--- src/common/clock_recovery_defs.svh ---
`ifndef CLOCK_RECOVERY_DEFS_SVH
`define CLOCK_RECOVERY_DEFS_SVH

// ==========================================================================
// Register byte offsets on the Avalon-MM slave
// ==========================================================================
`define REG_OSC_CTRL      5'h00
`define REG_OSC_CFG       5'h04
`define REG_STATUS        5'h08
`define REG_IRQ_STAT      5'h0c
`define REG_IRQ_MASK      5'h10

// ==========================================================================
// Field positions
// ==========================================================================
`define CTRL_SRC_LSB      0
`define CTRL_PEND_LSB     4
`define CFG_MODE_LSB      0
`define CFG_MON_EN_BIT    4
`define STAT_READY_BIT    0
`define STAT_FAILSAFE_BIT 1
`define STAT_CORE_LSB     2
`define STAT_PRIM_EN_BIT  4
`define STAT_STATE_LSB    5
`define IRQ_OSC_FAIL_BIT  0

// ==========================================================================
// Reset values
// ==========================================================================
`define CFG_MODE_RST      3'h2
`define CFG_MON_EN_RST    1'b1
`define IRQ_MASK_RST      1'b0

// ==========================================================================
// Timing
// ==========================================================================
`define CLK_PERIOD_NS     10
`define PLL_LOCK_NS       2000
`define PLL_LOCK_CYC      ((`PLL_LOCK_NS + `CLK_PERIOD_NS - 1) / `CLK_PERIOD_NS)
`define OSC_EDGES         1024
`define SAMPLE_DIV        64
`define SAMPLE_HALF       (`SAMPLE_DIV / 2)

`endif

--- src/common/clock_recovery_pkg.sv ---
// ==========================================================================
// Types shared by the recovery controller and the sample monitor
// ==========================================================================
package clock_recovery_pkg;

    // Controller states
    typedef enum logic [1:0] {
        st_start    = 2'b00,
        st_primary  = 2'b01,
        st_pm       = 2'b10,
        st_failsafe = 2'b11
    } recov_state_t;

    // Core clock sources
    typedef enum logic [1:0] {
        src_primary   = 2'b00,
        src_secondary = 2'b01,
        src_internal  = 2'b10
    } clk_src_t;

    // Primary oscillator modes
    typedef enum logic [2:0] {
        low_power_crystal_mode      = 3'h0,
        standard_crystal_mode       = 3'h1,
        high_speed_crystal_mode     = 3'h2,
        high_speed_crystal_with_pll = 3'h3,
        external_clock_mode         = 3'h4,
        rc_osc_mode                 = 3'h5,
        internal_rc_mode            = 3'h6
    } osc_mode_t;

    // All controller state
    typedef struct packed {
        recov_state_t state;
        clk_src_t     osc_ctrl;
        clk_src_t     pend_src;
        osc_mode_t    prim_mode;
        logic         mon_en;
        logic         ready;
        clk_src_t     core_sel;
        logic         prim_en;
        logic [10:0]  osc_cnt;
        logic [8:0]   pll_cnt;
        logic         irq_flag;
        logic         irq_mask;
        logic         irq;
        logic         wdt_clr;
        logic         pm_wake;
        logic         clk_q;
        logic         bus_wait;
        logic [31:0]  rdata;
    } recov_regs_t;

    // Sample monitor state
    typedef struct packed {
        logic [5:0] div;
        logic       latch;
        logic       fail;
    } monitor_regs_t;

endpackage

--- src/rtl/fail_safe_clock_recovery.sv ---
//
// Function
// - Fail-safe ends only on reset or mode entry
// - Start primary with delays, run internal meanwhile
// - On ready switch core, set flag, monitor
// - Control register stays at reset until mode
// - Mode entry selects control-register source, monitors it
// - Failure in mode runs internal, no switch-back
// - Interrupt disabled: stay in mode, run internal
// - Idle wake after failure runs on internal
// - Non-crystal modes monitor right after start
// - Crystal modes wait timers on internal first
// - Start-up failure never raises failure flag
// - New mode during start disables primary; it stays on when primary is the staged source
// - Sample clock is internal RC over 64
// - Latch set by clock, cleared by sample
// - Failure: flag, internal clock, watchdog reset
//
// Our own choices: the Avalon-MM register port and the placing of the registers.
`timescale 1ns/1ps
`include "clock_recovery_defs.svh"

module fail_safe_clock_recovery
    import clock_recovery_pkg::*;
(
    // Clock and reset (ref_clk is the internal RC)
    input  wire logic        ref_clk,
    input  wire logic        rst,
    // Monitored oscillators, sampled on ref_clk
    input  wire logic        primary_clk,
    input  wire logic        secondary_clk,
    // Power management events from the core
    input  wire logic        pm_enter,
    input  wire logic        wake_sleep,
    // Avalon-MM slave
    input  wire logic [4:0]  avs_address,
    input  wire logic        avs_read,
    input  wire logic        avs_write,
    input  wire logic [31:0] avs_writedata,
    input  wire logic [3:0]  avs_byteenable,
    output logic [31:0]      avs_readdata,
    output logic             avs_waitrequest,
    // Clock control outputs
    output logic [1:0]       core_clk_sel,
    output logic             primary_osc_en,
    output logic             primary_clock_ready_flag,
    output logic             wdt_reset,
    output logic             pm_wake_req,
    output logic             irq
);

    // ======================================================================
    // Reset value of the whole state
    // ======================================================================
    localparam recov_regs_t RST_VAL = '{
        state     : st_start,
        osc_ctrl  : src_primary,
        pend_src  : src_primary,
        prim_mode : osc_mode_t'(`CFG_MODE_RST),
        mon_en    : `CFG_MON_EN_RST,
        ready     : 1'b0,
        core_sel  : src_internal,
        prim_en   : 1'b1,
        osc_cnt   : 11'(`OSC_EDGES),
        pll_cnt   : 9'(`PLL_LOCK_CYC),
        irq_flag  : 1'b0,
        irq_mask  : `IRQ_MASK_RST,
        irq       : 1'b0,
        wdt_clr   : 1'b0,
        pm_wake   : 1'b0,
        clk_q     : 1'b0,
        bus_wait  : 1'b1,
        rdata     : 32'h0000_0000
    };

    recov_regs_t st_ff;
    recov_regs_t nxt_st;

    logic mon_clk;
    logic mclk_fall;
    logic mon_active;
    logic fail_pulse;
    logic fail_evt;
    logic bus_req;
    logic bus_acc;
    logic wr_lane0;
    logic irq_w1c;
    logic pm_take;

    // ======================================================================
    // Helper functions
    // ======================================================================
    // Crystal and resonator modes need the start-up timer
    function automatic logic is_crystal(input osc_mode_t mode);
        is_crystal = (mode == low_power_crystal_mode) ||
                     (mode == standard_crystal_mode) ||
                     (mode == high_speed_crystal_mode) ||
                     (mode == high_speed_crystal_with_pll);
    endfunction

    // The unused source code is folded onto the internal clock
    function automatic clk_src_t to_src(input logic [1:0] code);
        to_src = (code == 2'b11) ? src_internal : clk_src_t'(code);
    endfunction

    // Register read mux; unmapped offsets read as zero
    function automatic logic [31:0] read_word(input logic [4:0]  addr,
                                              input recov_regs_t r);
        logic [31:0] w;
        w = 32'h0000_0000;
        case (addr)
            `REG_OSC_CTRL: begin
                w[`CTRL_SRC_LSB +: 2]  = r.osc_ctrl;
                w[`CTRL_PEND_LSB +: 2] = r.pend_src;
            end
            `REG_OSC_CFG: begin
                w[`CFG_MODE_LSB +: 3]  = r.prim_mode;
                w[`CFG_MON_EN_BIT]     = r.mon_en;
            end
            `REG_STATUS: begin
                w[`STAT_READY_BIT]     = r.ready;
                w[`STAT_FAILSAFE_BIT]  = (r.state == st_failsafe);
                w[`STAT_CORE_LSB +: 2] = r.core_sel;
                w[`STAT_PRIM_EN_BIT]   = r.prim_en;
                w[`STAT_STATE_LSB +: 2] = r.state;
            end
            `REG_IRQ_STAT: w[`IRQ_OSC_FAIL_BIT] = r.irq_flag;
            `REG_IRQ_MASK: w[`IRQ_OSC_FAIL_BIT] = r.irq_mask;
            default:       w = 32'h0000_0000;
        endcase
        read_word = w;
    endfunction

    // ======================================================================
    // Monitored clock edge and sample monitor
    // ======================================================================
    // Watch the secondary in a mode that selects it, the primary in every other state
    assign mon_clk   = (st_ff.state == st_pm && st_ff.osc_ctrl == src_secondary) ?
                       secondary_clk : primary_clk;
    assign mclk_fall = st_ff.clk_q & ~mon_clk;

    // Start-up never monitors, so a dead crystal cannot flag a failure
    assign mon_active = st_ff.mon_en &&
                        ((st_ff.state == st_primary) ||
                         (st_ff.state == st_pm &&
                          st_ff.osc_ctrl != src_internal));

    sample_clock_monitor u_monitor (
        .ref_clk    (ref_clk),
        .rst        (rst),
        .mon_en     (mon_active),
        .mclk_fall  (mclk_fall),
        .fail_pulse (fail_pulse)
    );

    // A late result is dropped if monitoring stopped meanwhile
    assign fail_evt = fail_pulse && mon_active;

    // ======================================================================
    // Bus decode
    // ======================================================================
    // One wait cycle per access keeps read data registered
    assign bus_req  = avs_read || avs_write;
    assign bus_acc  = bus_req && !st_ff.bus_wait;
    assign wr_lane0 = bus_acc && avs_write && avs_byteenable[0];
    assign irq_w1c  = wr_lane0 && (avs_address == `REG_IRQ_STAT) &&
                      avs_writedata[`IRQ_OSC_FAIL_BIT];

    // Mode entry is taken unless a failure, or a wake while in a managed mode, wins the same cycle
    assign pm_take  = pm_enter && !fail_evt &&
                      !(st_ff.state == st_pm && wake_sleep);

    // ======================================================================
    // Next state
    // ======================================================================
    always_comb begin
        nxt_st         = st_ff;
        nxt_st.wdt_clr = 1'b0;
        nxt_st.pm_wake = 1'b0;
        nxt_st.clk_q   = mon_clk;

        // Avalon handshake and readback
        nxt_st.bus_wait = !(bus_req && st_ff.bus_wait);
        if (bus_req && st_ff.bus_wait) begin
            nxt_st.rdata = read_word(avs_address, st_ff);
        end

        // Register writes; control writes only stage the source
        if (wr_lane0) begin
            case (avs_address)
                `REG_OSC_CTRL: nxt_st.pend_src = to_src(avs_writedata[`CTRL_SRC_LSB +: 2]);
                `REG_OSC_CFG: begin
                    nxt_st.prim_mode = osc_mode_t'(avs_writedata[`CFG_MODE_LSB +: 3]);
                    nxt_st.mon_en    = avs_writedata[`CFG_MON_EN_BIT];
                end
                `REG_IRQ_MASK: nxt_st.irq_mask = avs_writedata[`IRQ_OSC_FAIL_BIT];
                default: nxt_st.pend_src = st_ff.pend_src;
            endcase
        end

        // Controller
        unique case (st_ff.state)
            st_start: begin
                nxt_st.core_sel = src_internal;
                if (!is_crystal(st_ff.prim_mode)) begin
                    nxt_st.ready    = 1'b1;
                    nxt_st.core_sel = src_primary;
                    nxt_st.state    = st_primary;
                end else if (st_ff.osc_cnt != 11'h000) begin
                    if (mclk_fall) begin
                        nxt_st.osc_cnt = 11'(st_ff.osc_cnt - 11'h001);
                    end
                end else if (st_ff.prim_mode == high_speed_crystal_with_pll &&
                             st_ff.pll_cnt != 9'h000) begin
                    nxt_st.pll_cnt = 9'(st_ff.pll_cnt - 9'h001);
                end else begin
                    nxt_st.ready    = 1'b1;
                    nxt_st.core_sel = src_primary;
                    nxt_st.state    = st_primary;
                end
            end
            st_primary, st_pm: begin
                if (fail_evt) begin
                    // Control register is left alone: that is the fail-safe mark
                    nxt_st.state    = st_failsafe;
                    nxt_st.core_sel = src_internal;
                    nxt_st.wdt_clr  = 1'b1;
                    nxt_st.pm_wake  = (st_ff.state == st_pm) &&
                                      st_ff.irq_mask;
                end else if (st_ff.state == st_pm && wake_sleep) begin
                    // Sleep exit restarts the primary like a power-on
                    nxt_st.state    = st_start;
                    nxt_st.core_sel = src_internal;
                    nxt_st.prim_en  = 1'b1;
                    nxt_st.ready    = 1'b0;
                    nxt_st.osc_cnt  = 11'(`OSC_EDGES);
                    nxt_st.pll_cnt  = 9'(`PLL_LOCK_CYC);
                end
            end
            st_failsafe: begin
                // Stays on the internal clock, no automatic return
                nxt_st.core_sel = src_internal;
            end
        endcase

        // Power managed mode entry
        if (pm_take) begin
            nxt_st.state    = st_pm;
            nxt_st.osc_ctrl = st_ff.pend_src;
            nxt_st.core_sel = st_ff.pend_src;
            nxt_st.prim_en  = (st_ff.pend_src == src_primary);
            nxt_st.ready    = st_ff.ready && (st_ff.pend_src == src_primary) &&
                              (st_ff.state != st_failsafe);
        end

        // Sticky failure flag, a new event beats the clear
        nxt_st.irq_flag = (st_ff.irq_flag && !irq_w1c) || fail_evt;
        nxt_st.irq      = nxt_st.irq_flag && nxt_st.irq_mask;
    end

    // ======================================================================
    // State register
    // ======================================================================
    always_ff @(posedge ref_clk or posedge rst) begin
        if (rst) begin
            st_ff <= RST_VAL;
        end else begin
            st_ff <= nxt_st;
        end
    end

    // Outputs straight from the state flops
    assign avs_readdata             = st_ff.rdata;
    assign avs_waitrequest          = st_ff.bus_wait;
    assign core_clk_sel             = st_ff.core_sel;
    assign primary_osc_en           = st_ff.prim_en;
    assign primary_clock_ready_flag = st_ff.ready;
    assign wdt_reset                = st_ff.wdt_clr;
    assign pm_wake_req              = st_ff.pm_wake;
    assign irq                      = st_ff.irq;
endmodule // fail_safe_clock_recovery

--- src/rtl/sample_clock_monitor.sv ---
`timescale 1ns/1ps
`include "clock_recovery_defs.svh"

module sample_clock_monitor
    import clock_recovery_pkg::*;
(
    // Clock and reset
    input  wire logic ref_clk,
    input  wire logic rst,
    // Monitor control
    input  wire logic mon_en,
    input  wire logic mclk_fall,
    // Result
    output logic      fail_pulse
);

    monitor_regs_t mon_ff;
    monitor_regs_t nxt_mon;
    logic          sample_rise;
    logic          sample_fall;

    // Sample clock phases taken from the divider count
    assign sample_rise = (mon_ff.div == 6'h00);
    assign sample_fall = (mon_ff.div == 6'(`SAMPLE_HALF));
    assign fail_pulse  = mon_ff.fail;

    // ======================================================================
    // Divider and clock-seen latch
    // ======================================================================
    // Held clear while idle so a stale latch cannot fire on enable
    always_comb begin
        nxt_mon      = mon_ff;
        nxt_mon.fail = 1'b0;
        if (!mon_en) begin
            nxt_mon.div   = 6'h00;
            nxt_mon.latch = 1'b0;
        end else begin
            nxt_mon.div = 6'(mon_ff.div + 6'h01);
            if (sample_rise) begin
                nxt_mon.latch = 1'b0;
            end
            if (mclk_fall) begin
                nxt_mon.latch = 1'b1;               // Set beats clear
            end
            if (sample_fall && mon_ff.latch) begin
                nxt_mon.fail = 1'b1;
            end
        end
    end

    // State register
    always_ff @(posedge ref_clk or posedge rst) begin
        if (rst) begin
            mon_ff <= '0;
        end else begin
            mon_ff <= nxt_mon;
        end
    end
endmodule // sample_clock_monitor
--- config.mk ---
export PLATFORM = sky130hd
export DESIGN_NAME = fail_safe_clock_recovery
export DESIGN_NICKNAME = d
export VERILOG_FILES = /design/src/common/clock_recovery_pkg.sv /design/src/rtl/fail_safe_clock_recovery.sv /design/src/rtl/sample_clock_monitor.sv
export VERILOG_INCLUDE_DIRS = /design/src /design/src/common
export SDC_FILE = /design/constraint.sdc
export NUM_CORES = 1
export LEC_CHECK = 0
export BUFFER_PORTS_ARGS = -buffer_cell sky130_fd_sc_hd__buf_2
export CORE_MARGIN = 10
export CORE_UTILIZATION = 57
export CTS_CLUSTER_DIAMETER = 50
export CTS_CLUSTER_SIZE = 20
export DETAILED_ROUTE_END_ITERATION = 10
export PLACE_DENSITY = 0.93
export SLEW_MARGIN = 20
export SYNTH_ARGS = -nofsm -noshare
export SYNTH_HDL_FRONTEND = slang
export SYNTH_SLANG_ARGS = --single-unit
--- constraint.sdc ---
create_clock -name ref_clk -period 4.9 [get_ports ref_clk]
set_clock_uncertainty 0.05 [all_clocks]
set_input_delay 0.245 -clock ref_clk [delete_from_list [all_inputs] [get_ports ref_clk]]
set_output_delay 0.245 -clock ref_clk [all_outputs]
set_load 0.005 [all_outputs]
==> results.toml, run 1 <==
[outcome]
outcome = "completed"

[floorplan]
core_area_mm2 = 0.00585
fp.dieW_um = 97.3
fp-row-count = 28
ios = 89
design.die.area_mm2 = 0.00947
dieHeight_um = 97.3
initial_core_util_pct = 58.3

[routing]
drcViolationCount = 0
num_vias = 2740
final_antenna_net_count = 0
viasPerCell = 6.10
wirelength_mm = 7.63
wl_per_cell_um = 17.0
drtPass1Iterations = 7
detail_route.iter0.violations = 218

[power_and_ir_drop]
comb_power_share_pct = 42.7
swShare_pct = 42.4
pwr-share-clk_pct = 16.6
vdd_drop_max_mv = 0.231
power.density_mw_per_mm2 = 457
power_leakage_nw = 1.62
p_sw_mw = 0.687
p_int_mw = 0.935
power_frac_seq_pct = 40.7

[worst_setup_path]
required_ns = 5.10
rrSetupSlack_ns = 1.65
worst_r2r_path_depth = 7
cpPeakStageDelay_ns = 0.76
cp-startpoint = "st_ff[72]"
cp_max_fo = 22
r2r_end = "st_ff[44]"
rr_startpoint = "st_ff[72]"
critPathKind = "flip-flop to flip-flop"
slowest_stage = "ha_1"
start_kind = "flip-flop"
path_cells = "inv_1, ha_1, clkinv_1, nor2_1, a31oi_1, or4b_1, a21oi_1"
crit_path_end = "st_ff[44]"
endpoint_kind = "flip-flop"
cp.arrival_ns = 3.45

[synth]
synth_area_mm2 = 0.00341
yosys-top-cells-area = "dfrtp_1 (35%), buf_4 (7.5%), dfstp_2 (6.9%)"
synth_top_area_share_pct = 34.5
yosysWarnings = 0
synth_edf_count = 0
synth_top_area_cell = "dfrtp_1"
synth_cell_types = 67
ys_ff_latch = 56
synth-seq-area-share_pct = 41.4
ys_async_sr_fraction_pct = 100
ys.flop_type = "dfrtp_1"
syn_avg_cell_area_um2 = 9.63
synthesis.instances = 354

[timing]
max_slew_margin_pct = 28.1
rsz0062_at_grt = "false"
finalMaxSlewViolations = 0
fmax_mhz = 308
hold_violations = 0
finalSetupTns_ns = 0
hold_slack_ns = 0.0409
worst_pin_slew_ns = 1.07
timing.final.crit_share_pct = 66.3
setup_viol = 0
fin_crit_ns = 3.25

[clock_network]
cts_tree = "yes"
htree_num_levels = 2
cts_root_buf = "clkbuf_8"
clk_latency_ns = 0.32
clkSinkCount = 56
path_clk_slew_ns = 0.12
clockBufferDepth = 2
post-cts-setup-buffers = 0
numCtsBuffers = 5
cts_resized = 0
hold_buffers = 0

[grt]
grt_max_degree = 57
grt_pass1_vias = 2718
use_met1_pct = 18.2
busiest_layer = "met2"
grtUsageMet3_pct = 4.98
grtUsageTotal_pct = 15.7
grt_pass1_wl_mm = 12.8
grt_use_met2_pct = 26.6
antenna_found_initial = 0
grt_overflow_total = 0

[layout]
nFillCells = 476
multi_input_area_mm2 = 0.00172
drive_above_1_share_pct = 18.4
antenna_cells = 0
design_area_mm2 = 0.00355
fin_nets = 433
register_area_mm2 = 0.00141
area_growth_pct = 4.04

[min_path]
hold_path_class = "input port to async pin"

[placement]
placed_area_mm2 = 0.00345
numPortBuffers = 32
dp_hpwl_mm = 5.72
gp_congestion = 0.874

[run]
maxCapViolCount = 0
==> worst min-delay path by stage <==
| stage | endpoint | slack [ns] | from | cells past startpoint |
|---|---|---|---|---|
| floorplan | primary_osc_en | 0.32 | wake_sleep | 2 |
| global placement | avs_readdata[3] | 0.42 | avs_readdata[3] | 1 |
| detailed placement | avs_readdata[3] | 0.43 | avs_readdata[3] | 1 |
| CTS | st_ff[66] | 0.09 | avs_writedata[2] | 2 |
| global route | st_ff[66] | 0.08 | avs_writedata[2] | 2 |
| finish | st_ff[33] | 0.04 | rst | 2 |
==> cell type report <==
type | count | share of cell area, %
Clock buffer | 5 | 1.94
Clock inverter | 3 | 0.741
Inverter | 16 | 1.73
Multi-Input combinational cell | 262 | 48.6
Sequential cell | 56 | 39.8
Tap cell | 75 | 2.65
Timing Repair Buffer | 32 | 4.52
==> routing by layer <==
metal	wire length (µm)	part of all wire, %
met4	134	1.8
met3	647	8.5
met1	3020	40
met2	3820	50
met5	0	0
==> Yosys cell counts, types with 3 or more instances <==
cell,number
dfrtp_1,47
buf_4,34
nor2_1,30
nand2_1,23
inv_1,15
o21ai_0,15
ha_1,11
a22o_1,9
dfstp_2,9
a21oi_1,8
clkbuf_1,7
nand3_1,7
nor3_1,7
a31oi_1,6
and3_1,6
mux2_2,6
mux2i_1,6
nand4_1,6
o31ai_1,6
nor2b_1,5
o21a_1,5
a21boi_0,4
a31o_2,4
and2_1,4
nor4_1,4
o211ai_1,4
o22ai_1,4
a21o_1,3
nand2b_1,3
nor3b_1,3
nor4b_1,3
o21ai_1,3
or2_2,3
or4_1,3
==> through the flow <==
stage                     instances  util [%]  power, mW  setup slack, ns
after floorplan                 378         -       1.21             2.70
after global placement          441      59.0       1.30             1.77
after detailed placement        441      59.0       1.35             1.73
after CTS                       449      60.6       1.62             1.70
after global routing            449      60.6       1.74             1.41
final                           449      60.6       1.62             1.65
==> power groups by stage <==
stage	Clock [mW]	Combinational, mW	Sequential, mW
after floorplan	0	0.568	0.637
after global placement	0	0.645	0.659
after detailed placement	0	0.681	0.664
after CTS	0.277	0.684	0.657
after global routing	0.298	0.771	0.676
final	0.269	0.692	0.660
==> logic make-up (layout without fill, tap and decap cells) <==
logic type	after synthesis	after routing	synth area share [%]
compound gates	93	93	20.3
flops	56	56	41.4
fa+ha+maj	11	11	4.04
buf+inv	60	56	10.6
other cells	1	25	0.110
mux	13	13	4.41
simple gates	116	116	18.0
xor+xnor	4	4	1.03
==> critical path, delay by kind of cell, from the launching register on <==
family / cells / cell delay [ns]
buffers and inverters: 2 / 0.61
adders and majority gates: 1 / 0.76
DFF: 1 / 0.46
AOI/OAI and AO/OA: 2 / 0.39
and+or+nand+nor: 2 / 0.92
==> layout by cell type, fill, tap and decap left out, types with 7 or more instances in the layout <==
cell type  synthesis  routed
dfstp_2            9       9
a21oi_1            8       8
dfrtp_1           47      47
nor2_1            30      30
nand3_1            7       7
ha_1              11      11
inv_1             15      14
nand2_1           23      23
nor3_1             7       7
a22o_1             9       9
o21ai_0           15      15
conb_1             1      25
buf_2              2      32
==> registers in the layout, summed over array words and instances, names as in the netlist <==
| register | count |
|---|---|
| st_ff | 33 |
| avs_readdata | 7 |
| u_monitor.mon_ff | 7 |
| core_clk_sel | 2 |
| avs_waitrequest | 1 |
| irq | 1 |
| pm_wake_req | 1 |
| primary_clock_ready_flag | 1 |
| primary_osc_en | 1 |
| u_monitor.fail_pulse | 1 |
| wdt_reset | 1 |
(Power assumes the default switching activity.)
==> run 2: changes to the inputs <==
- CORE_UTILIZATION: 57 -> 53
- PLACE_DENSITY: 0.93 -> 0.88
- clock period: 4.9 -> 3.4 ns (I/O delays scaled with it)
==> run 2 against run 1 <==
- wire length decreased by 3.6%
- final cell count grew 1.1%
- count of clock-buffer cells in the layout unchanged
- total power up 48%
- die area increased by 6.0%
- sequential cell count unchanged
- combinational power grew 46%
- critical path depth stayed put
- hold slack worse by 0.015 ns
- clock power increased by 66%
- global-route usage is 1.3 points lower
==> results.toml, run 2 (synthesis results as in run 1) <==
[timing]
timing.final.crit_share_pct = 84.1
setup_viol = 0
fin_crit_ns = 2.86
hold_slack_ns = 0.0259
fmax_mhz = 350
finalMaxSlewViolations = 0
rsz0062_at_grt = "false"
worst_pin_slew_ns = 1.03
finalSetupTns_ns = 0
hold_violations = 0
max_slew_margin_pct = 30.9

[min_path]
hold_path_class = "input port to flip-flop"
min_from = "avs_writedata[2]"
min_path_cells = 2
min_to = "st_ff[66]"

[layout]
largest_reg_flops = 33
fin_cells = 454
area_growth_pct = 5.40
drive_above_1_share_pct = 18.8
mostFrequentLayoutCell = "dfrtp_1"
fin_nets = 436
final_cell_mix = "dfrtp_1 (47), buf_2 (32), nor2_1 (30), conb_1 (25), nand2_1 (23)"
utilization_pct = 56.9
nFillCells = 540
top_register = "st_ff"
antenna_cells = 0

[worst_setup_path]
worst_r2r_path_depth = 7
r2r_end = "st_ff[46]"
endpoint_kind = "flip-flop"
cp.arrival_ns = 3.05
cp_max_fo = 22
rrSetupSlack_ns = 0.54
rr_startpoint = "st_ff[71]"
start_kind = "flip-flop"
cp-startpoint = "st_ff[71]"
critPathKind = "flip-flop to flip-flop"
required_ns = 3.60

[power_and_ir_drop]
vdd_drop_max_mv = 0.311
power_mw = 2.41
power_leakage_nw = 1.64
power.density_mw_per_mm2 = 670

[floorplan]
design.die.area_mm2 = 0.0100
fp-row-count = 29
dieHeight_um = 100
fp.dieW_um = 100
ios = 89
core_area_mm2 = 0.00631
initial_core_util_pct = 54.0

[clock_network]
cts_root_buf = "clkbuf_8"
clk_latency_ns = 0.32
cts_tree = "yes"
clockBufferDepth = 2
clkSinkCount = 56
htree_num_levels = 2
path_clk_slew_ns = 0.11
cts_resized = 0
numCtsBuffers = 5
post-cts-setup-buffers = 0
hold_buffers = 1

[placement]
gp_congestion = 0.866
dp.cells = 445
dp_hpwl_mm = 5.53
numPortBuffers = 32

[run]
maxCapViolCount = 0

[grt]
grtUsageTotal_pct = 14.4
grt_pass1_vias = 2580
grt_pass1_wl_mm = 12.2
grt_overflow_total = 0
grt_max_degree = 30
antenna_found_initial = 0

[routing]
final_antenna_net_count = 0
wl_per_cell_um = 16.2
detail_route.iter0.violations = 205
viasPerCell = 5.85
num_vias = 2654
wirelength_mm = 7.35
drtPass1Iterations = 4
drcViolationCount = 0

[outcome]
outcome = "completed"
## run 2: cell types whose count changed in the layout (fill, tap and decap cells not counted), sizes merged
cell	delta
clkinvlp	+1
buf	+2
clkinv	-2
bufinv	+1
dlygate4sd3	+1
## run 2: critical path, stage by stage, from the launching register on
cell and delay (ns):
dfrtp_1 0.44, inv_1 0.12, ha_1 0.59, and3_1 0.32
a211oi_1 0.48, nand4_1 0.18, o31a_1 0.27, or3_1 0.34
## run 2: power breakdown
group	internal, mW	leakage, nW	switching, mW	total (mW)
clock	0.222	0.0548	0.224	0.446
sequential	0.806	0.731	0.145	0.951
combinational	0.398	0.857	0.610	1.01
total	1.43	1.64	0.979	2.41
## run 2: how the worst max path moves through the flow
stage	slack [ns]	cells after the start	to
3_3_place_gp	0.62	7	st_ff[46]
3_5_place_dp	0.57	7	st_ff[46]
2_1_floorplan	1.20	7	st_ff[46]
5_1_grt	0.32	7	st_ff[44]
4_1_cts	0.57	7	st_ff[46]
6_report	0.54	7	st_ff[46]
## run 2: area by class of cell
cell class / count / area, µm² / area share, %
Clock buffer: 5 / 68.8 / 1.92
Clock inverter: 3 / 46.3 / 1.29
Inverter: 16 / 60.1 / 1.67
Multi-Input combinational cell: 262 / 1720 / 48.0
Sequential cell: 56 / 1410 / 39.3
Tap cell: 77 / 96.3 / 2.68
Timing Repair Buffer: 35 / 185 / 5.16
## run 2: metrics by stage
stage | setup slack [ns] | area (µm²)
floorplan | 1.20 | 3500
global placement | 0.624 | 3470
detailed placement | 0.569 | 3470
CTS | 0.567 | 3590
global route | 0.316 | 3590
finish | 0.542 | 3590
## run 2: layer usage
| metal | up-vias | share of wire [%] | track usage (%) |
|---|---|---|---|
| met1 | 1267 | 43 | 17.6 |
| met2 | 93 | 47 | 23.1 |
| met3 | 11 | 7.9 | 4.33 |
| li1 | 1283 | - | - |
| met5 | - | 0 | 0 |
| met4 | 0 | 2.0 | 5.98 |
